<file path="config.mk">
export PLATFORM = sky130hd
export DESIGN_NAME = crg_chan0_regs
export DESIGN_NICKNAME = d
export VERILOG_FILES = /design/src/inc/crg_pkg.sv /design/src/hdl/crg_chan0_regs.sv /design/src/hdl/crg_word_reg.sv /design/src/hdl/crg_hpf_decode.sv
export VERILOG_INCLUDE_DIRS = /design/src /design/src/inc
export SDC_FILE = /design/constraint.sdc
export NUM_CORES = 1
export LEC_CHECK = 0
export BUFFER_PORTS_ARGS = -buffer_cell sky130_fd_sc_hd__buf_2
export CAP_MARGIN = 0
export CORE_MARGIN = 4
export CORE_UTILIZATION = 54
export CTS_CLUSTER_SIZE = 30
export DETAILED_ROUTE_END_ITERATION = 10
export PLACE_DENSITY = 0.79
export SYNTH_ARGS = -nofsm -noshare
export SYNTH_HDL_FRONTEND = slang
export SYNTH_SLANG_ARGS = --single-unit
</file>
<file path="constraint.sdc">
create_clock -name sys_clk -period 1.1 [get_ports sys_clk]
set_input_delay 0.11 -clock sys_clk [delete_from_list [all_inputs] [get_ports sys_clk]]
set_output_delay 0.11 -clock sys_clk [all_outputs]
set_load 0.02 [all_outputs]
</file>
<file path="src/inc/crg_cfg.svh">
// Purpose: Offsets, field positions and reset values for the channel 0 register slice.
// Assumes: Word addressed register port, 16-bit words.
// Notes: Definitions only.
`ifndef CRG_CFG_SVH
`define CRG_CFG_SVH

// ==========================================================================
// Word addresses
`define CRG_ADDR_W 6
`define CRG_ADDR_THR_HIGH 6'h07
`define CRG_ADDR_THR_LOW 6'h08
`define CRG_ADDR_CHAN0_CONFIG 6'h09
`define CRG_ADDR_CH0_OFS_HIGH 6'h0a
`define CRG_ADDR_CH0_OFS_LOW 6'h0b

// ==========================================================================
// Reset values
`define CRG_RST_THR_HIGH 16'h0000
`define CRG_RST_THR_LOW 16'h0000
`define CRG_RST_CHAN0_CONFIG 16'h0000
`define CRG_RST_CH0_OFS_HIGH 16'h0000
`define CRG_RST_CH0_OFS_LOW 16'h0000

// ==========================================================================
// Writable bit masks; clear bits are reserved and read zero
`define CRG_MASK_THR_HIGH 16'hffff
`define CRG_MASK_THR_LOW 16'hff0f
`define CRG_MASK_CHAN0_CONFIG 16'hffc7
`define CRG_MASK_CH0_OFS_HIGH 16'hffff
`define CRG_MASK_CH0_OFS_LOW 16'hff00

// ==========================================================================
// Field positions
`define CRG_THR_LOW_MSB 15
`define CRG_THR_LOW_LSB 8
`define CRG_HPF_MSB 3
`define CRG_HPF_LSB 0
`define CRG_PHASE_MSB 15
`define CRG_PHASE_LSB 6
`define CRG_BYPASS_BIT 2
`define CRG_MUX_MSB 1
`define CRG_MUX_LSB 0
`define CRG_OFS_LOW_MSB 15
`define CRG_OFS_LOW_LSB 8
`define CRG_HPF_OFF 4'h0

`endif

</file>
<file path="src/inc/crg_pkg.sv">
// Purpose: Types shared by the channel 0 register slice.
// Assumes: Nothing beyond the constants header.
// Notes: Types only.
`default_nettype none

package crg_pkg;

    // ======================================================================
    // Input selection codes
    typedef enum logic [1:0] {
        CRG_IN_NORMAL = 2'b00,
        CRG_IN_SHORT = 2'b01,
        CRG_IN_TEST_POS = 2'b10,
        CRG_IN_TEST_NEG = 2'b11
    } crg_input_e;

    // ======================================================================
    // Decoded configuration handed to the converter channel
    typedef struct packed {
        logic [23:0] detect_threshold;
        logic [9:0] chan0_phase_delay;
        logic chan0_highpass_on;
        logic [3:0] chan0_highpass_shift;
        crg_input_e chan0_input_select;
        logic [23:0] chan0_offset;
    } crg_chan_cfg_s;

endpackage

`default_nettype wire

</file>
<file path="src/hdl/crg_chan0_regs.sv">
// Purpose: Threshold, high-pass and channel 0 configuration and offset registers.
// Assumes: Plain register port, read data valid one cycle after the read strobe.
// Notes: Unmapped reads return zero; unmapped writes are ignored.
//
// Decided for this implementation: the plain strobed port.
`timescale 1ns/1ns
`default_nettype none
`include "crg_cfg.svh"

module crg_chan0_regs (
    input wire logic sys_clk,
    input wire logic rstn,
    input wire logic [`CRG_ADDR_W-1:0] reg_addr,
    input wire logic [15:0] reg_wdata,
    input wire logic reg_wr,
    input wire logic reg_rd,
    output logic [15:0] reg_rdata,
    output crg_pkg::crg_chan_cfg_s chan_cfg
);

    // ======================================================================
    // Storage
    logic [15:0] thr_high;
    logic [15:0] thr_low;
    logic [15:0] chan0_config;
    logic [15:0] ofs_high;
    logic [15:0] ofs_low;
    logic wr_thr_high;
    logic wr_thr_low;
    logic wr_cfg;
    logic wr_ofs_high;
    logic wr_ofs_low;

    always_comb begin
        wr_thr_high = reg_wr && (reg_addr == `CRG_ADDR_THR_HIGH);
        wr_thr_low = reg_wr && (reg_addr == `CRG_ADDR_THR_LOW);
        wr_cfg = reg_wr && (reg_addr == `CRG_ADDR_CHAN0_CONFIG);
        wr_ofs_high = reg_wr && (reg_addr == `CRG_ADDR_CH0_OFS_HIGH);
        wr_ofs_low = reg_wr && (reg_addr == `CRG_ADDR_CH0_OFS_LOW);
    end

    crg_word_reg #(
        .RST_VAL(`CRG_RST_THR_HIGH),
        .WR_MASK(`CRG_MASK_THR_HIGH)
    ) u_thr_high (
        .sys_clk(sys_clk),
        .rstn(rstn),
        .wr_en(wr_thr_high),
        .wr_data(reg_wdata),
        .value(thr_high)
    );

    crg_word_reg #(
        .RST_VAL(`CRG_RST_THR_LOW),
        .WR_MASK(`CRG_MASK_THR_LOW)
    ) u_thr_low (
        .sys_clk(sys_clk),
        .rstn(rstn),
        .wr_en(wr_thr_low),
        .wr_data(reg_wdata),
        .value(thr_low)
    );

    crg_word_reg #(
        .RST_VAL(`CRG_RST_CHAN0_CONFIG),
        .WR_MASK(`CRG_MASK_CHAN0_CONFIG)
    ) u_cfg (
        .sys_clk(sys_clk),
        .rstn(rstn),
        .wr_en(wr_cfg),
        .wr_data(reg_wdata),
        .value(chan0_config)
    );

    crg_word_reg #(
        .RST_VAL(`CRG_RST_CH0_OFS_HIGH),
        .WR_MASK(`CRG_MASK_CH0_OFS_HIGH)
    ) u_ofs_high (
        .sys_clk(sys_clk),
        .rstn(rstn),
        .wr_en(wr_ofs_high),
        .wr_data(reg_wdata),
        .value(ofs_high)
    );

    crg_word_reg #(
        .RST_VAL(`CRG_RST_CH0_OFS_LOW),
        .WR_MASK(`CRG_MASK_CH0_OFS_LOW)
    ) u_ofs_low (
        .sys_clk(sys_clk),
        .rstn(rstn),
        .wr_en(wr_ofs_low),
        .wr_data(reg_wdata),
        .value(ofs_low)
    );

    // ======================================================================
    // Read port
    logic [15:0] rdata_ff;
    logic [15:0] nxt_rdata;

    always_comb begin
        nxt_rdata = 16'h0000;
        if (reg_rd) begin
            unique case (reg_addr)
                `CRG_ADDR_THR_HIGH: nxt_rdata = thr_high;
                `CRG_ADDR_THR_LOW: nxt_rdata = thr_low;
                `CRG_ADDR_CHAN0_CONFIG: nxt_rdata = chan0_config;
                `CRG_ADDR_CH0_OFS_HIGH: nxt_rdata = ofs_high;
                `CRG_ADDR_CH0_OFS_LOW: nxt_rdata = ofs_low;
                default: nxt_rdata = 16'h0000;
            endcase
        end
    end

    always_ff @(posedge sys_clk or negedge rstn) begin
        if (!rstn) begin
            rdata_ff <= 16'h0000;
        end else begin
            rdata_ff <= nxt_rdata;
        end
    end

    assign reg_rdata = rdata_ff;

    // ======================================================================
    // Decoded configuration, registered so the channel sees clean levels
    logic hpf_on;
    logic [3:0] hpf_shift;

    crg_hpf_decode u_hpf (
        .coeff_code(thr_low[`CRG_HPF_MSB:`CRG_HPF_LSB]),
        .bypass(chan0_config[`CRG_BYPASS_BIT]),
        .filter_on(hpf_on),
        .shift_m1(hpf_shift)
    );

    crg_pkg::crg_chan_cfg_s cfg_ff;
    crg_pkg::crg_chan_cfg_s nxt_cfg;

    always_comb begin
        nxt_cfg.detect_threshold = {thr_high,
                                    thr_low[`CRG_THR_LOW_MSB:`CRG_THR_LOW_LSB]};
        nxt_cfg.chan0_phase_delay = chan0_config[`CRG_PHASE_MSB:`CRG_PHASE_LSB];
        nxt_cfg.chan0_highpass_on = hpf_on;
        nxt_cfg.chan0_highpass_shift = hpf_shift;
        nxt_cfg.chan0_input_select =
            crg_pkg::crg_input_e'(chan0_config[`CRG_MUX_MSB:`CRG_MUX_LSB]);
        nxt_cfg.chan0_offset = {ofs_high,
                                ofs_low[`CRG_OFS_LOW_MSB:`CRG_OFS_LOW_LSB]};
    end

    always_ff @(posedge sys_clk or negedge rstn) begin
        if (!rstn) begin
            cfg_ff <= '0;
        end else begin
            cfg_ff <= nxt_cfg;
        end
    end

    assign chan_cfg = cfg_ff;

    // ======================================================================
    // Checks
    ofs_low_rsv_a: assert property (@(posedge sys_clk) disable iff (!rstn)
        $past(reg_rd) && $past(reg_addr) == `CRG_ADDR_CH0_OFS_LOW
        |-> reg_rdata[7:0] == 8'h00)
        else $error("Offset low reserved byte not zero.");

    cfg_rsv_a: assert property (@(posedge sys_clk) disable iff (!rstn)
        reg_rd && reg_addr == `CRG_ADDR_CHAN0_CONFIG |=> reg_rdata[5:3] == 3'h0)
        else $error("Config reserved bits not zero.");

    thr_low_rsv_a: assert property (@(posedge sys_clk) disable iff (!rstn)
        reg_rd && reg_addr == `CRG_ADDR_THR_LOW |=> reg_rdata[7:4] == 4'h0)
        else $error("Threshold low reserved bits not zero.");

    ofs_high_wr_a: assert property (@(posedge sys_clk) disable iff (!rstn)
        reg_wr && reg_addr == `CRG_ADDR_CH0_OFS_HIGH
        |=> ##1 chan_cfg.chan0_offset[23:8] == $past(reg_wdata, 2))
        else $error("Offset high write not applied.");

    thr_wr_a: assert property (@(posedge sys_clk) disable iff (!rstn)
        reg_wr && reg_addr == `CRG_ADDR_THR_LOW
        |=> ##1 chan_cfg.detect_threshold[7:0] == $past(reg_wdata[15:8], 2))
        else $error("Threshold low byte write not applied.");

    thr_high_wr_a: assert property (@(posedge sys_clk) disable iff (!rstn)
        reg_wr && reg_addr == `CRG_ADDR_THR_HIGH
        |=> ##1 chan_cfg.detect_threshold[23:8] == $past(reg_wdata, 2))
        else $error("Threshold high write not applied.");

    phase_wr_a: assert property (@(posedge sys_clk) disable iff (!rstn)
        reg_wr && reg_addr == `CRG_ADDR_CHAN0_CONFIG
        |=> ##1 chan_cfg.chan0_phase_delay == $past(reg_wdata[15:6], 2))
        else $error("Phase delay write not applied.");

    mux_wr_a: assert property (@(posedge sys_clk) disable iff (!rstn)
        reg_wr && reg_addr == `CRG_ADDR_CHAN0_CONFIG
        |=> ##1 chan_cfg.chan0_input_select == $past(reg_wdata[1:0], 2))
        else $error("Input select write not applied.");

    hpf_bypass_a: assert property (@(posedge sys_clk) disable iff (!rstn)
        chan0_config[`CRG_BYPASS_BIT] |=> !chan_cfg.chan0_highpass_on)
        else $error("High-pass not bypassed.");

    hpf_code_a: assert property (@(posedge sys_clk) disable iff (!rstn)
        !chan0_config[`CRG_BYPASS_BIT] && thr_low[3:0] != 4'h0
        |=> chan_cfg.chan0_highpass_on
            && chan_cfg.chan0_highpass_shift == $past(thr_low[3:0]))
        else $error("High-pass code not followed.");

    rd_idle_a: assert property (@(posedge sys_clk) disable iff (!rstn)
        !reg_rd |=> reg_rdata == 16'h0000)
        else $error("Read data not zero without a read.");

    // ======================================================================
    // Storage checks
    // Each word keeps only its writable bits, so a wrong mask shows up here first.
    thr_high_store_a: assert property (@(posedge sys_clk) disable iff (!rstn)
        wr_thr_high |=> thr_high == $past(reg_wdata))
        else $error("Threshold high word not stored.");

    thr_low_store_a: assert property (@(posedge sys_clk) disable iff (!rstn)
        wr_thr_low |=> thr_low == ($past(reg_wdata) & `CRG_MASK_THR_LOW))
        else $error("Threshold low word not stored.");

    cfg_store_a: assert property (@(posedge sys_clk) disable iff (!rstn)
        wr_cfg |=> chan0_config == ($past(reg_wdata) & `CRG_MASK_CHAN0_CONFIG))
        else $error("Config word not stored.");

    ofs_high_store_a: assert property (@(posedge sys_clk) disable iff (!rstn)
        wr_ofs_high |=> ofs_high == $past(reg_wdata))
        else $error("Offset high word not stored.");

    ofs_low_store_a: assert property (@(posedge sys_clk) disable iff (!rstn)
        wr_ofs_low |=> ofs_low == ($past(reg_wdata) & `CRG_MASK_CH0_OFS_LOW))
        else $error("Offset low word not stored.");

    // A word may only change on its own write strobe.
    thr_high_hold_a: assert property (@(posedge sys_clk) disable iff (!rstn)
        !wr_thr_high |=> $stable(thr_high))
        else $error("Threshold high word changed without a write.");

    thr_low_hold_a: assert property (@(posedge sys_clk) disable iff (!rstn)
        !wr_thr_low |=> $stable(thr_low))
        else $error("Threshold low word changed without a write.");

    cfg_hold_a: assert property (@(posedge sys_clk) disable iff (!rstn)
        !wr_cfg |=> $stable(chan0_config))
        else $error("Config word changed without a write.");

    ofs_high_hold_a: assert property (@(posedge sys_clk) disable iff (!rstn)
        !wr_ofs_high |=> $stable(ofs_high))
        else $error("Offset high word changed without a write.");

    ofs_low_hold_a: assert property (@(posedge sys_clk) disable iff (!rstn)
        !wr_ofs_low |=> $stable(ofs_low))
        else $error("Offset low word changed without a write.");

    // Addresses outside the slice belong to neighbouring blocks and must not alias here.
    unmapped_wr_a: assert property (@(posedge sys_clk) disable iff (!rstn)
        reg_wr && (reg_addr < `CRG_ADDR_THR_HIGH || reg_addr > `CRG_ADDR_CH0_OFS_LOW)
        |=> $stable(thr_high) && $stable(thr_low) && $stable(chan0_config)
            && $stable(ofs_high) && $stable(ofs_low))
        else $error("Unmapped write changed a register.");

    unmapped_rd_a: assert property (@(posedge sys_clk) disable iff (!rstn)
        reg_rd && (reg_addr < `CRG_ADDR_THR_HIGH || reg_addr > `CRG_ADDR_CH0_OFS_LOW)
        |=> reg_rdata == 16'h0000)
        else $error("Unmapped read returned data.");

    // ======================================================================
    // Read path checks
    rd_thr_high_a: assert property (@(posedge sys_clk) disable iff (!rstn)
        reg_rd && reg_addr == `CRG_ADDR_THR_HIGH |=> reg_rdata == $past(thr_high))
        else $error("Threshold high read wrong.");

    rd_thr_low_a: assert property (@(posedge sys_clk) disable iff (!rstn)
        reg_rd && reg_addr == `CRG_ADDR_THR_LOW |=> reg_rdata == $past(thr_low))
        else $error("Threshold low read wrong.");

    rd_cfg_a: assert property (@(posedge sys_clk) disable iff (!rstn)
        reg_rd && reg_addr == `CRG_ADDR_CHAN0_CONFIG |=> reg_rdata == $past(chan0_config))
        else $error("Config read wrong.");

    rd_ofs_high_a: assert property (@(posedge sys_clk) disable iff (!rstn)
        reg_rd && reg_addr == `CRG_ADDR_CH0_OFS_HIGH |=> reg_rdata == $past(ofs_high))
        else $error("Offset high read wrong.");

    rd_ofs_low_a: assert property (@(posedge sys_clk) disable iff (!rstn)
        reg_rd && reg_addr == `CRG_ADDR_CH0_OFS_LOW |=> reg_rdata == $past(ofs_low))
        else $error("Offset low read wrong.");

    // ======================================================================
    // Decoded output checks
    ofs_low_wr_a: assert property (@(posedge sys_clk) disable iff (!rstn)
        reg_wr && reg_addr == `CRG_ADDR_CH0_OFS_LOW
        |=> ##1 chan_cfg.chan0_offset[7:0] == $past(reg_wdata[15:8], 2))
        else $error("Offset low byte write not applied.");

    bypass_wr_a: assert property (@(posedge sys_clk) disable iff (!rstn)
        reg_wr && reg_addr == `CRG_ADDR_CHAN0_CONFIG && reg_wdata[`CRG_BYPASS_BIT]
        |=> ##1 !chan_cfg.chan0_highpass_on)
        else $error("Bypass write not applied.");

    hpf_off_a: assert property (@(posedge sys_clk) disable iff (!rstn)
        thr_low[`CRG_HPF_MSB:`CRG_HPF_LSB] == `CRG_HPF_OFF
        |=> !chan_cfg.chan0_highpass_on && chan_cfg.chan0_highpass_shift == 4'h0)
        else $error("High-pass not off for code zero.");

    bypass_shift_a: assert property (@(posedge sys_clk) disable iff (!rstn)
        chan0_config[`CRG_BYPASS_BIT] |=> chan_cfg.chan0_highpass_shift == 4'h0)
        else $error("Shift not cleared while bypassed.");

    thr_out_a: assert property (@(posedge sys_clk) disable iff (!rstn)
        chan_cfg.detect_threshold == $past({thr_high, thr_low[15:8]}))
        else $error("Threshold output does not follow the words.");

    ofs_out_a: assert property (@(posedge sys_clk) disable iff (!rstn)
        chan_cfg.chan0_offset == $past({ofs_high, ofs_low[15:8]}))
        else $error("Offset output does not follow the words.");

    phase_out_a: assert property (@(posedge sys_clk) disable iff (!rstn)
        chan_cfg.chan0_phase_delay == $past(chan0_config[15:6]))
        else $error("Phase output does not follow the config word.");

    mux_out_a: assert property (@(posedge sys_clk) disable iff (!rstn)
        chan_cfg.chan0_input_select == $past(chan0_config[1:0]))
        else $error("Input select output does not follow the config word.");

    // The channel reads these levels every sample, so they must not wander between writes.
    cfg_out_hold_a: assert property (@(posedge sys_clk) disable iff (!rstn)
        !reg_wr ##1 !reg_wr |=> $stable(chan_cfg))
        else $error("Decoded configuration changed without a write.");

endmodule
`default_nettype wire

</file>
<file path="src/hdl/crg_word_reg.sv">
// Purpose: One 16-bit software register with a mask of writable bits.
// Assumes: Write strobe is one cycle long.
// Notes: Reserved bits are held at zero and ignore writes.
`timescale 1ns/1ns
`default_nettype none

module crg_word_reg #(
    parameter logic [15:0] RST_VAL = 16'h0000,
    parameter logic [15:0] WR_MASK = 16'hffff
) (
    input wire logic sys_clk,
    input wire logic rstn,
    input wire logic wr_en,
    input wire logic [15:0] wr_data,
    output logic [15:0] value
);

    logic [15:0] word_ff;
    logic [15:0] nxt_word;

    always_comb begin
        nxt_word = word_ff;
        if (wr_en) begin
            nxt_word = wr_data & WR_MASK;
        end
    end

    always_ff @(posedge sys_clk or negedge rstn) begin
        if (!rstn) begin
            word_ff <= RST_VAL & WR_MASK;
        end else begin
            word_ff <= nxt_word;
        end
    end

    assign value = word_ff;

endmodule
`default_nettype wire

</file>
<file path="src/hdl/crg_hpf_decode.sv">
// Purpose: Turns the global high-pass code and channel bypass into a shift amount.
// Assumes: Code zero means the filter is off.
// Notes: Coefficient is 1/2^(code+1), so the shift is code plus one.
`timescale 1ns/1ns
`default_nettype none
`include "crg_cfg.svh"

module crg_hpf_decode (
    input wire logic [3:0] coeff_code,
    input wire logic bypass,
    output logic filter_on,
    output logic [3:0] shift_m1
);

    always_comb begin
        filter_on = (coeff_code != `CRG_HPF_OFF) && !bypass;
        // Shift of code plus one spans 2..16; carried as code to stay in four bits.
        shift_m1 = filter_on ? coeff_code : 4'h0;
    end

endmodule
`default_nettype wire

</file>
Yosys cells after proc, flatten, opt, wreduce, memory -nomap -nowiden
Index checks and enable logic that the tools add are counted.
{ "word_totals": {"register_bits": 146, "latch_bits": 0, "ramBits": 0, "rom_bits": 0, "in_bits": 26, "output_inout_bits": 81, "elab_cells": 28, "n_memories": 0} }
{ "op_classes": {"n_addsub": 0, "multipliers": 0, "div_mod_pow": 0, "order_cmp": 0, "n_eq_ne": 5, "n_shift": 0, "mux": 3, "bitwise_logic": 0, "n_reduce_logical": 8} }
{ "ops": {"columns": ["operator", "count"], "rows": [
  ["16-bit one-hot mux with 5 select lines", 1],
  ["6-bit by 4-bit == test with 1-bit output, second input constant", 4],
  ["16-bit 2-to-1 mux", 1],
  ["6-bit by 3-bit == test with 1-bit output, second input constant", 1],
  ["1-bit logical AND", 6],
  ["4-bit 2-to-1 mux", 1],
  ["4-bit nonzero test", 1],
  ["1-bit logical NOT", 1]
]} }

Depth between registers and ports, before layout
Gate-level depths: netlist of the first run.
{ "depth": {"word_depth": 3, "depth_mapped": 6, "mapped_depth_nobuf": 3} }

Modules after synthesis
From an unflattened synthesis of the first run, not the netlist that was laid out.
{ "hier_totals": {"cells_unflattened": 366, "hier_area_um2": 5834.3} }
{ "modules_own_cells": {"columns": ["mod", "n_inst", "cells_per_inst", "area_per_inst_um2", "seq_area_each_um2"], "rows": [
  ["crg_chan0_regs", 1, 205, 3040.4, 2026.9],
  ["crg_word_reg at u_ofs_high ...", 2, 34, 649.4, 400.4],
  ["crg_word_reg at u_cfg", 1, 31, 546.8, 325.3],
  ["crg_word_reg at u_thr_low", 1, 30, 518.0, 300.3],
  ["crg_word_reg at u_ofs_low", 1, 26, 395.4, 200.2],
  ["crg_hpf_decode", 1, 6, 35.0, 0.0]
]} }

Worst setup path after synthesis of the first run
No wires, ideal clock.
{ "synth_path": {"path_type": "input -> register", "startpoint": "input port reg_addr[2]", "endpoint": "register u_thr_low.word_ff[10] (netlist: u_thr_low.value[10])", "setup_time_ns": 0.125, "t_arrival_ns": 1.420, "t_required_ns": 0.975, "slack_ns": -0.445, "stages": 5, "path_buffers": 2, "cell_sequence": "buf_2 nor4b_4 and4bb_2 buf_4 mux2_2"} }
{ "synth_between": {"elab_chain_len": 2} }
{ "synth_rtl": {"columns": ["item", "line", "source"], "rows": [
  ["start, declared", "crg_chan0_regs.sv:13", "input wire logic [`CRG_ADDR_W-1:0] reg_addr,"],
  ["6-bit by 4-bit == test with 1-bit output", null, null],
  ["1-bit logical AND", "crg_chan0_regs.sv:36", "wr_thr_low = reg_wr && (reg_addr == `CRG_ADDR_THR_LOW);"],
  ["end signal, assigned", "crg_word_reg.sv:30", "word_ff <= RST_VAL & WR_MASK;"],
  ["end signal, assigned", "crg_word_reg.sv:32", "word_ff <= nxt_word;"],
  ["end, declared", "crg_word_reg.sv:18", "logic [15:0] word_ff;"]
]} }
No other way between the ends.
A chain may end at the register's enable or synchronous reset.

Final worst setup path of the first run
{ "layout_path": {"startpoint": "register cfg_ff, in the netlist chan_cfg[7]", "endpoint": "output port chan_cfg[7] (netlist bit)"} }
{ "layout_lines": {"columns": ["item", "line", "source"], "rows": [
  ["start, declared", "crg_chan0_regs.sv:138", "crg_pkg::crg_chan_cfg_s cfg_ff;"],
  ["start signal, assigned", "crg_chan0_regs.sv:157", "cfg_ff <= nxt_cfg;"],
  ["end, declared", "crg_chan0_regs.sv:18", "output crg_pkg::crg_chan_cfg_s chan_cfg"]
]} }
No word-level cell between the ends.

==> out/qor.json, run 1 <==
{
  "synth": {
    "sequential_cell_area_fraction_in_the_yosys_report_pct": 68.9,
    "post_synth.cell_area_avg_um2": 15.7,
    "synth.distinct_cells": 24,
    "mappedNetlistNets": 364,
    "yosys_warnings": 0,
    "syn_inst": 338,
    "syn-cell-area_um2": 5310,
    "synth-seq-cells": 146
  },
  "worst_setup_path": {
    "rr_endpoint": "reg_rdata[11]",
    "crit_type": "register to primary output",
    "crit_path_max_incr_delay_ns": 0.41,
    "rr_startpoint": "u_ofs_low.value[11]",
    "cp_data_required_time_ns": 0.99,
    "regToRegSetupSlack_ns": -0.02,
    "reg2reg_depth": 3,
    "timing.critical_path.slowest_stage_cell": "sky130_fd_sc_hd__dfrtp_1",
    "startpoint_type": "register",
    "cp-end-kind": "primary output",
    "critical_path.cell_chain": "buf_6",
    "timing.critical_path.arrival_ns": 1.08,
    "critical-path-top-delay-family": "flip-flops",
    "critical_path.max_fanout": 1,
    "crit_buf_inv": 1
  },
  "cells_and_area": {
    "fin_cells": 643,
    "insertedDiodeCount": 0,
    "fin_util_pct": 81.8,
    "final_common_cell": "sky130_fd_sc_hd__dfrtp_1",
    "design.final.nets": 527,
    "layout_common_cells": "sky130_fd_sc_hd__dfrtp_1 (146), sky130_fd_sc_hd__buf_6 (85), sky130_fd_sc_hd__mux2_2 (59)",
    "syn2layout_area_growth_pct": 45.1,
    "share_of_final_layout_standard_cells_stronger_than_drive_strength_1_pct": 52.3,
    "num-fill-cells": 436,
    "postLayoutCellArea_um2": 7700
  },
  "die": {
    "die_w_um": 107,
    "starting_density_of_the_core_pct": 56.3,
    "core-area_um2": 9420,
    "dieArea_um2": 11500,
    "std_cell_rows": 35,
    "die_height_um": 107,
    "count_of_pins_on_the_block_boundary": 107
  },
  "global_route": {
    "grt_antenna_before_repair": 0,
    "groute.layer.met3.usage_pct": 7.53,
    "globalRoute.totalOverflow": 0,
    "grt_pass1_wl_mm": 22.1,
    "use_met2_pct": 42.4,
    "met1_usage_pct": 31.5,
    "grt_start_max_net_pins": 47,
    "busiest_layer": "met2",
    "vias_in_the_first_global_route": 4035,
    "grt_util_all_layers_pct": 25.8
  },
  "clock_tree": {
    "cts_htree_levels": 4,
    "root_buffer": "sky130_fd_sc_hd__clkbuf_8",
    "cts_made_buffers": 17,
    "clk_pin_slew_worst_paths_ns": 0.06,
    "insertion_delay_ns": 0.53,
    "tritoncts_num_sinks": 146,
    "tritoncts": "done",
    "clockBufferDepth": 2
  },
  "place": {
    "gpl.final_weighted_congestion": 0.808,
    "placed_instances": 587,
    "place_ws_ns": -0.552,
    "hpwlAfterDp_mm": 7.99,
    "place_area_um2": 6340,
    "portBuffers": 106
  },
  "run": {
    "max_cap_viol_count": 0
  },
  "power": {
    "p_clk_share_pct": 38.8,
    "irDropWorstVdd_mv": 1.07,
    "power.share.combinational_pct": 15.6,
    "leakagePower_uw": 0.00378,
    "cellInternalPower_uw": 10400,
    "p_seq_share_pct": 45.7,
    "power_switching_share_pct": 26.8,
    "power.total_uw": 14200,
    "pwr_density_cell_nw_per_um2": 1840,
    "power.switching_uw": 3790
  },
  "routing": {
    "detail_route.wirelength_mm": 14.7,
    "drt_pass1_iterations": 4,
    "post_drt_wl_per_cell_um": 22.9,
    "remaining_drc_errors": 0,
    "via_count": 3730,
    "ant_nets": 0,
    "drtIter0Drc": 246,
    "avgViaCountPerCell": 5.80
  },
  "min_path": {
    "worstHoldStart": "reg_wr",
    "hold_class": "input port to register",
    "timing.hold.worst_endpoint": "u_thr_high.value[9]",
    "hold-path-cell-count": 3
  },
  "sta": {
    "fin_ws_ns": -0.0905,
    "fin_worst_skew_ns": 0.00722,
    "setup_repair_after_global_routing_missed_its_margin": "yes",
    "timing.final.hold_violations": 0,
    "final-max-slew-violation-count": 0,
    "timing.final.crit_period_ns": 1.19,
    "slew_headroom_pct": 52.4,
    "tightest_slew_ns": 0.713,
    "maxClockFrequency_mhz": 840,
    "setup_violations": 84,
    "period_share_pct": 108
  },
  "run_status": {
    "status": "finished with violations",
    "violations": "negative setup slack"
  }
}
==> through the flow <==
stage | hold WS, ns | TNS (ns)
after detailed placement | -0.0474 | -38.99
after floorplan | -0.186 | -16.05
final | 0.142 | -4.12
after CTS | 0.103 | -4.01
after global placement | -0.0463 | -36.01
after global routing | 0.138 | -6.88
==> state kept, by name, indices dropped and copies added, names as in the netlist <==
| register | count |
|---|---|
| chan_cfg | 65 |
| reg_rdata | 16 |
| u_cfg.value | 13 |
| u_ofs_high.value | 16 |
| u_ofs_low.value | 8 |
| u_thr_high.value | 16 |
| u_thr_low.value | 12 |
==> power groups by stage <==
stage / combinational [uW] / sequential [uW] / clock, uW
2_1_floorplan: 537 / 6770 / 0
3_3_place_gp: 1670 / 6410 / 0
3_5_place_dp: 1710 / 6430 / 0
4_1_cts: 2150 / 6430 / 5410
5_1_grt: 2320 / 6520 / 5760
6_report: 2200 / 6470 / 5490
==> worst max path at each step <==
stage	to	slack (ns)	startpoint	depth (start not counted)
after floorplan	u_thr_low.value[10]	-0.33	reg_addr[2]	5
after global placement	u_thr_low.value[12]	-0.52	reg_addr[4]	5
after detailed placement	u_thr_low.value[0]	-0.55	reg_addr[4]	5
final	chan_cfg[7]	-0.09	chan_cfg[7]	1
after global routing	chan_cfg[7]	-0.11	chan_cfg[7]	1
after CTS	reg_rdata[10]	-0.08	reg_rdata[10]	1
==> synth_stat cells <==
library cell               count  area share [%]
sky130_fd_sc_hd__nor4bb_1      1            0.19
sky130_fd_sc_hd__buf_1         1           0.071
sky130_fd_sc_hd__nand4b_2      1            0.28
sky130_fd_sc_hd__inv_1         1           0.071
sky130_fd_sc_hd__a211oi_1      3            0.42
sky130_fd_sc_hd__and4bb_2      1            0.24
sky130_fd_sc_hd__nand4b_1      4            0.66
sky130_fd_sc_hd__nand3_2       1            0.19
sky130_fd_sc_hd__nand3b_1     12             1.7
sky130_fd_sc_hd__nor4_1        1            0.12
sky130_fd_sc_hd__dfrtp_1     146              69
sky130_fd_sc_hd__nor2b_1       6            0.71
sky130_fd_sc_hd__nand3_1      22             2.1
sky130_fd_sc_hd__mux2_2       77              16
sky130_fd_sc_hd__and3b_1      16             2.6
sky130_fd_sc_hd__a311oi_1     13             2.1
sky130_fd_sc_hd__buf_4         1            0.14
sky130_fd_sc_hd__nor2_1        1           0.071
sky130_fd_sc_hd__buf_2        10            0.94
sky130_fd_sc_hd__o21ai_0       8            0.75
sky130_fd_sc_hd__nor4b_4       1            0.45
sky130_fd_sc_hd__a21oi_1       1           0.094
sky130_fd_sc_hd__clkbuf_1      9            0.64
sky130_fd_sc_hd__and4b_1       1            0.19
==> tightest hold or removal path, cell delays in order <==
cell	delay [ns]
sky130_fd_sc_hd__buf_2	0.17
sky130_fd_sc_hd__nand3_4	0.19
sky130_fd_sc_hd__mux2_2	0.17
==> kinds of logic after synthesis <==
group                  after synthesis  share of synthesized area [%]
flip-flops                         146                           68.9
AND/OR/NAND/NOR                     68                           9.50
multiplexers                        77                           16.3
buffers and inverters               22                           1.86
AO/OA/AOI/OAI                       25                           3.42
==> metal layers <==
| metal | vias up | wire length, um | share of wire [%] |
|---|---|---|---|
| li1 | 1555 | - | - |
| met1 | 1970 | 6040 | 41 |
| met2 | 167 | 7500 | 51 |
| met3 | 38 | 797 | 5.4 |
| met4 | 0 | 401 | 2.7 |
| met5 | - | 0 | 0 |
==> cell type report <==
| class | count | area (um2) | share of cell area (%) |
|---|---|---|---|
| flip-flops and latches | 146 | 3650 | 47.5 |
| multi-input cells | 171 | 1700 | 22.1 |
| repair buffers | 164 | 1620 | 21.0 |
| clock buffers | 20 | 455 | 5.92 |
| well taps | 129 | 161 | 2.10 |
| clock inverters | 12 | 105 | 1.37 |
| inverters | 1 | 3.75 | 0.0488 |
==> repair_timing <==
item / in CTS / in global routing
gates resized for setup: 171 / 8
pin swaps: 4 / 4
gates cloned: 0 / 1
hold buffers: 18 / 2
endpoints found under the hold margin: 211 / 8
buffers inserted: 1 / 3
setup endpoints to repair: 87 / 122
(Power assumes the default switching activity.)
==> inputs of run 2 (changes only) <==
--- a/config.mk
+++ b/config.mk
@@ -6,6 +6,7 @@
 export SDC_FILE = /design/constraint.sdc
 export NUM_CORES = 1
 export LEC_CHECK = 0
+export ABC_AREA = 1
 export BUFFER_PORTS_ARGS = -buffer_cell sky130_fd_sc_hd__buf_2
 export CAP_MARGIN = 0
 export CORE_MARGIN = 4
==> out/qor.json, run 2 <==
{
  "global_route": {
    "grt_util_all_layers": {"value": 29.0, "unit": "%", "change": "was 25.8%"},
    "grt_start_max_net_pins": {"value": 35, "change": "was 47"},
    "grt_antenna_before_repair": {"value": 0, "change": "unchanged"},
    "met1_usage": {"value": 35.3, "unit": "%", "change": "was 31.5%"},
    "vias_in_the_first_global_route": {"value": 4616, "change": "was 4,035"},
    "globalRoute.totalOverflow": {"value": 0, "change": "unchanged"},
    "busiest_layer": {"value": "met2", "change": "unchanged"},
    "grt_pass1_wl": {"value": 24.6, "unit": "mm", "change": "was 22.1 mm"},
    "groute.layer.met3.usage": {"value": 6.74, "unit": "%", "change": "was 7.53%"},
    "use_met2": {"value": 48.5, "unit": "%", "change": "was 42.4%"}
  },
  "clock_tree": {
    "root_buffer": {"value": "sky130_fd_sc_hd__clkbuf_8", "change": "unchanged"},
    "insertion_delay": {"value": 0.53, "unit": "ns", "change": "about the same"},
    "tritoncts": {"value": "done", "change": "unchanged"},
    "post_cts_setup_inserts": {"value": 0, "change": "was 1"},
    "clk_pin_slew_worst_paths": {"value": 0.07, "unit": "ns", "change": "was 0.06 ns"},
    "cts_htree_levels": {"value": 4, "change": "unchanged"},
    "tritoncts_num_sinks": {"value": 146, "change": "unchanged"},
    "cts_made_buffers": {"value": 17, "change": "unchanged"},
    "clockBufferDepth": {"value": 2, "change": "unchanged"}
  },
  "worst_setup_path": {
    "crit_type": {"value": "register to primary output", "change": "unchanged"},
    "crit_buf_inv": {"value": 1, "change": "unchanged"},
    "crit_path_max_incr_delay": {"value": 0.41, "unit": "ns", "change": "about the same"},
    "cp_data_required_time": {"value": 0.99, "unit": "ns", "change": "about the same"},
    "timing.critical_path.slowest_stage_cell": {"value": "sky130_fd_sc_hd__dfrtp_1", "change": "unchanged"},
    "critical_path.cell_chain": {"value": "buf_6", "change": "unchanged"},
    "critical-path-top-delay-family": {"value": "flip-flops", "change": "unchanged"},
    "timing.critical_path.arrival": {"value": 1.09, "unit": "ns", "change": "was 1.08 ns"},
    "cp-end-kind": {"value": "primary output", "change": "unchanged"},
    "regToRegSetupSlack": {"value": 0.11, "unit": "ns", "change": "was -0.02 ns"},
    "critical_path.max_fanout": {"value": 1, "change": "unchanged"},
    "startpoint_type": {"value": "register", "change": "unchanged"}
  },
  "power": {
    "power.share.combinational": {"value": 15.3, "unit": "%", "change": "was 15.6%"},
    "cellInternalPower": {"value": 10300, "unit": "uW", "change": "was 10,400 uW"},
    "p_seq_share": {"value": 46.2, "unit": "%", "change": "was 45.7%"},
    "power_switching_share": {"value": 27.8, "unit": "%", "change": "was 26.8%"},
    "power.switching": {"value": 3980, "unit": "uW", "change": "was 3790 uW"},
    "irDropWorstVdd": {"value": 0.900, "unit": "mV", "change": "was 1.07 mV"},
    "pwr_density_cell": {"value": 1910, "unit": "nW/um2", "change": "was 1840 nW/um2"},
    "leakagePower": {"value": 0.00379, "unit": "uW", "change": "was 0.00378 uW"},
    "p_clk_share": {"value": 38.5, "unit": "%", "change": "was 38.8%"}
  },
  "sta": {
    "fin_ws": {"value": -0.100, "unit": "ns", "change": "was -0.0905 ns"},
    "maxClockFrequency": {"value": 833, "unit": "MHz", "change": "was 840 MHz"},
    "setup_violations": {"value": 81, "change": "was 84"},
    "slew_headroom": {"value": 77.1, "unit": "%", "change": "was 52.4%"},
    "period_share": {"value": 109, "unit": "%", "change": "was 108%"},
    "final-max-slew-violation-count": {"value": 0, "change": "unchanged"},
    "timing.final.crit_period": {"value": 1.20, "unit": "ns", "change": "was 1.19 ns"},
    "timing.final.hold_violations": {"value": 0, "change": "unchanged"},
    "tightest_slew": {"value": 0.342, "unit": "ns", "change": "was 0.713 ns"},
    "setup_repair_after_global_routing_missed_its_margin": {"value": "yes", "change": "unchanged"},
    "fin_worst_skew": {"value": 0.00634, "unit": "ns", "change": "was 0.00722 ns"}
  },
  "synth": {
    "synthDominantAreaCellType": {"value": "sky130_fd_sc_hd__dfrtp_1", "change": "unchanged"},
    "sequential_cell_area_fraction_in_the_yosys_report": {"value": 69.9, "unit": "%", "change": "was 68.9%"},
    "syn_inst": {"value": 477, "change": "was 338"},
    "synth_top_area_share": {"value": 69.9, "unit": "%", "change": "was 68.9%"},
    "post_synth.cell_area_avg": {"value": 11.0, "unit": "um2", "change": "was 15.7 um2"},
    "syn-cell-area": {"value": 5220, "unit": "um2", "change": "was 5310 um2"},
    "yosys_warnings": {"value": 0, "change": "unchanged"},
    "netlist_top_cells_area": {"value": "sky130_fd_sc_hd__dfrtp_1 (70%), sky130_fd_sc_hd__nand2_1 (6.5%), sky130_fd_sc_hd__nand3_1 (5.0%)", "change": "was sky130_fd_sc_hd__dfrtp_1 (69%), sky130_fd_sc_hd__mux2_2 (16%), sky130_fd_sc_hd__and3b_1 (2.6%)"},
    "synth.distinct_cells": {"value": 22, "change": "was 24"},
    "synth-seq-cells": {"value": 146, "change": "unchanged"},
    "synth-async-reset-ratio": {"value": 100, "unit": "%", "change": "unchanged"},
    "synth-edff-count": {"value": 0, "change": "unchanged"},
    "ys_dominant_reg_cell": {"value": "sky130_fd_sc_hd__dfrtp_1", "change": "unchanged"},
    "synthMostInstantiatedCell": {"value": "sky130_fd_sc_hd__dfrtp_1", "change": "unchanged"},
    "synth.cells.most_frequent": {"value": "sky130_fd_sc_hd__dfrtp_1 (146), sky130_fd_sc_hd__nand2_1 (90), sky130_fd_sc_hd__nand3_1 (52), sky130_fd_sc_hd__inv_1 (37), sky130_fd_sc_hd__nor2_1 (34)", "change": "was sky130_fd_sc_hd__dfrtp_1 (146), sky130_fd_sc_hd__mux2_2 (77), sky130_fd_sc_hd__nand3_1 (22), sky130_fd_sc_hd__and3b_1 (16), sky130_fd_sc_hd__a311oi_1 (13)"},
    "mappedNetlistNets": {"value": 503, "change": "was 364"}
  },
  "cells_and_area": {
    "final_common_cell": {"value": "sky130_fd_sc_hd__dfrtp_1", "change": "unchanged"},
    "design.final.nets": {"value": 665, "change": "was 527"},
    "insertedDiodeCount": {"value": 0, "change": "unchanged"},
    "fin_util": {"value": 80.4, "unit": "%", "change": "was 81.8%"},
    "largest_register_ff_count": {"value": 65, "change": "unchanged"},
    "syn2layout_area_growth": {"value": 43.5, "unit": "%", "change": "was 45.1%"},
    "num-fill-cells": {"value": 487, "change": "was 436"},
    "layout_common_cells": {"value": "sky130_fd_sc_hd__dfrtp_1 (146), sky130_fd_sc_hd__nand2_1 (82), sky130_fd_sc_hd__buf_6 (82)", "change": "was sky130_fd_sc_hd__dfrtp_1 (146), sky130_fd_sc_hd__buf_6 (85), sky130_fd_sc_hd__mux2_2 (59)"},
    "share_of_final_layout_standard_cells_stronger_than_drive_strength_1": {"value": 32.2, "unit": "%", "change": "was 52.3%"}
  },
  "place": {
    "hpwlAfterDp": {"value": 8.75, "unit": "mm", "change": "was 7.99 mm"},
    "place_ws": {"value": -0.239, "unit": "ns", "change": "was -0.552 ns"},
    "portBuffers": {"value": 106, "change": "unchanged"},
    "gpl.final_weighted_congestion": {"value": 0.889, "change": "was 0.808"}
  },
  "routing": {
    "avgViaCountPerCell": {"value": 5.58, "change": "was 5.80"},
    "detail_route.wirelength": {"value": 15.2, "unit": "mm", "change": "was 14.7 mm"},
    "via_count": {"value": 4356, "change": "was 3,730"},
    "ant_nets": {"value": 0, "change": "unchanged"},
    "post_drt_wl_per_cell": {"value": 19.5, "unit": "um", "change": "was 22.9 um"},
    "drtIter0Drc": {"value": 478, "change": "was 246"},
    "remaining_drc_errors": {"value": 0, "change": "unchanged"},
    "drt_pass1_iterations": {"value": 7, "change": "was 4"}
  },
  "run": {
    "max_cap_viol_count": {"value": 0, "change": "unchanged"}
  },
  "die": {
    "std_cell_rows": {"value": 35, "change": "unchanged"},
    "dieArea": {"value": 11300, "unit": "um2", "change": "was 11,500 um2"},
    "die_height": {"value": 106, "unit": "um", "change": "was 107 um"},
    "count_of_pins_on_the_block_boundary": {"value": 107, "change": "unchanged"},
    "core-area": {"value": 9330, "unit": "um2", "change": "was 9420 um2"},
    "starting_density_of_the_core": {"value": 56.0, "unit": "%", "change": "was 56.3%"},
    "die_w": {"value": 106, "unit": "um", "change": "was 107 um"}
  },
  "min_path": {
    "hold_class": {"value": "input port to async pin", "change": "was input port to register"}
  },
  "run_status": {
    "violations": {"value": "negative setup slack", "change": "unchanged"},
    "status": {"value": "finished with violations", "change": "unchanged"}
  }
}
-- run 2: cell types whose count changed after synthesis, moves of 6 or more --
cell,previous run,this run
sky130_fd_sc_hd__o21ai_2,0,8
sky130_fd_sc_hd__nand3_1,22,52
sky130_fd_sc_hd__nor2b_1,6,0
sky130_fd_sc_hd__inv_1,1,37
sky130_fd_sc_hd__nand2_1,0,90
sky130_fd_sc_hd__and3b_1,16,0
sky130_fd_sc_hd__nand3b_1,12,0
sky130_fd_sc_hd__nor2_1,1,34
sky130_fd_sc_hd__o21a_1,0,10
sky130_fd_sc_hd__mux2_2,77,0
sky130_fd_sc_hd__o21ai_0,8,33
sky130_fd_sc_hd__a311oi_1,13,0
sky130_fd_sc_hd__o21ai_1,0,20
sky130_fd_sc_hd__nand4_1,0,8
-- run 2: per-stage QoR --
stage	cells	power [uW]	hold slack, ns	cell area, um2	TNS (ns)
finish	781	14300	0.0277	7500	-3.83
global route	781	14800	0.0235	7500	-6.30
CTS	781	14200	0.0214	7500	-4.49
detailed placement	731	8230	-0.000346	6230	-11.77
global placement	731	8160	-0.00447	6230	-9.12
floorplan	477	7380	-0.186	5280	-0.0110
-- run 2: power groups by stage --
stage | Clock (uW) | Combinational (uW) | Sequential (uW)
after CTS | 5500 | 2170 | 6570
after detailed placement | 0 | 1670 | 6550
after global placement | 0 | 1630 | 6540
final | 5510 | 2190 | 6610
after global routing | 5800 | 2340 | 6670
after floorplan | 0 | 462 | 6920
-- run 2: repair_timing --
| action | in CTS | in global routing |
|---|---|---|
| gates cloned | 0 | 0 |
| gates resized for setup | 162 | 1 |
| endpoints found under the setup margin | 81 | 82 |
| endpoints found under the hold margin | 213 | 0 |
| hold buffers | 18 | 0 |
-- run 2: worst paths after layout --
path	startpoint	to	depth (start not counted)
setup / recovery	chan_cfg[7]	chan_cfg[7]	1
hold / removal	rstn	u_thr_high.value[0]	2
setup reg to reg	u_ofs_high.value[7]	reg_rdata[7]	4
hold reg to reg	u_thr_high.value[7]	chan_cfg[56]	0
max in group asynchronous	rstn	u_thr_high.value[15]	3
min in group sys_clk	reg_wr	u_cfg.value[8]	4
-- run 2: logic make-up after synthesis --
kind of cell           after synthesis  share of synthesized area (%)
buffers and inverters               59                           4.96
flip-flops                         146                           69.9
AO/OA/AOI/OAI                       75                           8.26
AND/OR/NAND/NOR                    197                           16.8
-- run 2: routing by layer --
| metal | vias up | wire, um |
|---|---|---|
| met5 | - | 0 |
| met4 | 0 | 704 |
| met3 | 77 | 1180 |
| met2 | 299 | 7830 |
| met1 | 2104 | 5500 |
| li1 | 1876 | - |
-- run 2: layout make-up --
cell class                      count  area [um2]  area share [%]
Clock inverter                     12         121            1.62
Timing Repair Buffer              164        1600            21.3
Clock buffer                       20         455            6.08
Sequential cell                   146        3650            48.7
Tap cell                          129         161            2.15
Inverter                           38         155            2.07
Multi-Input combinational cell    272        1350            18.0
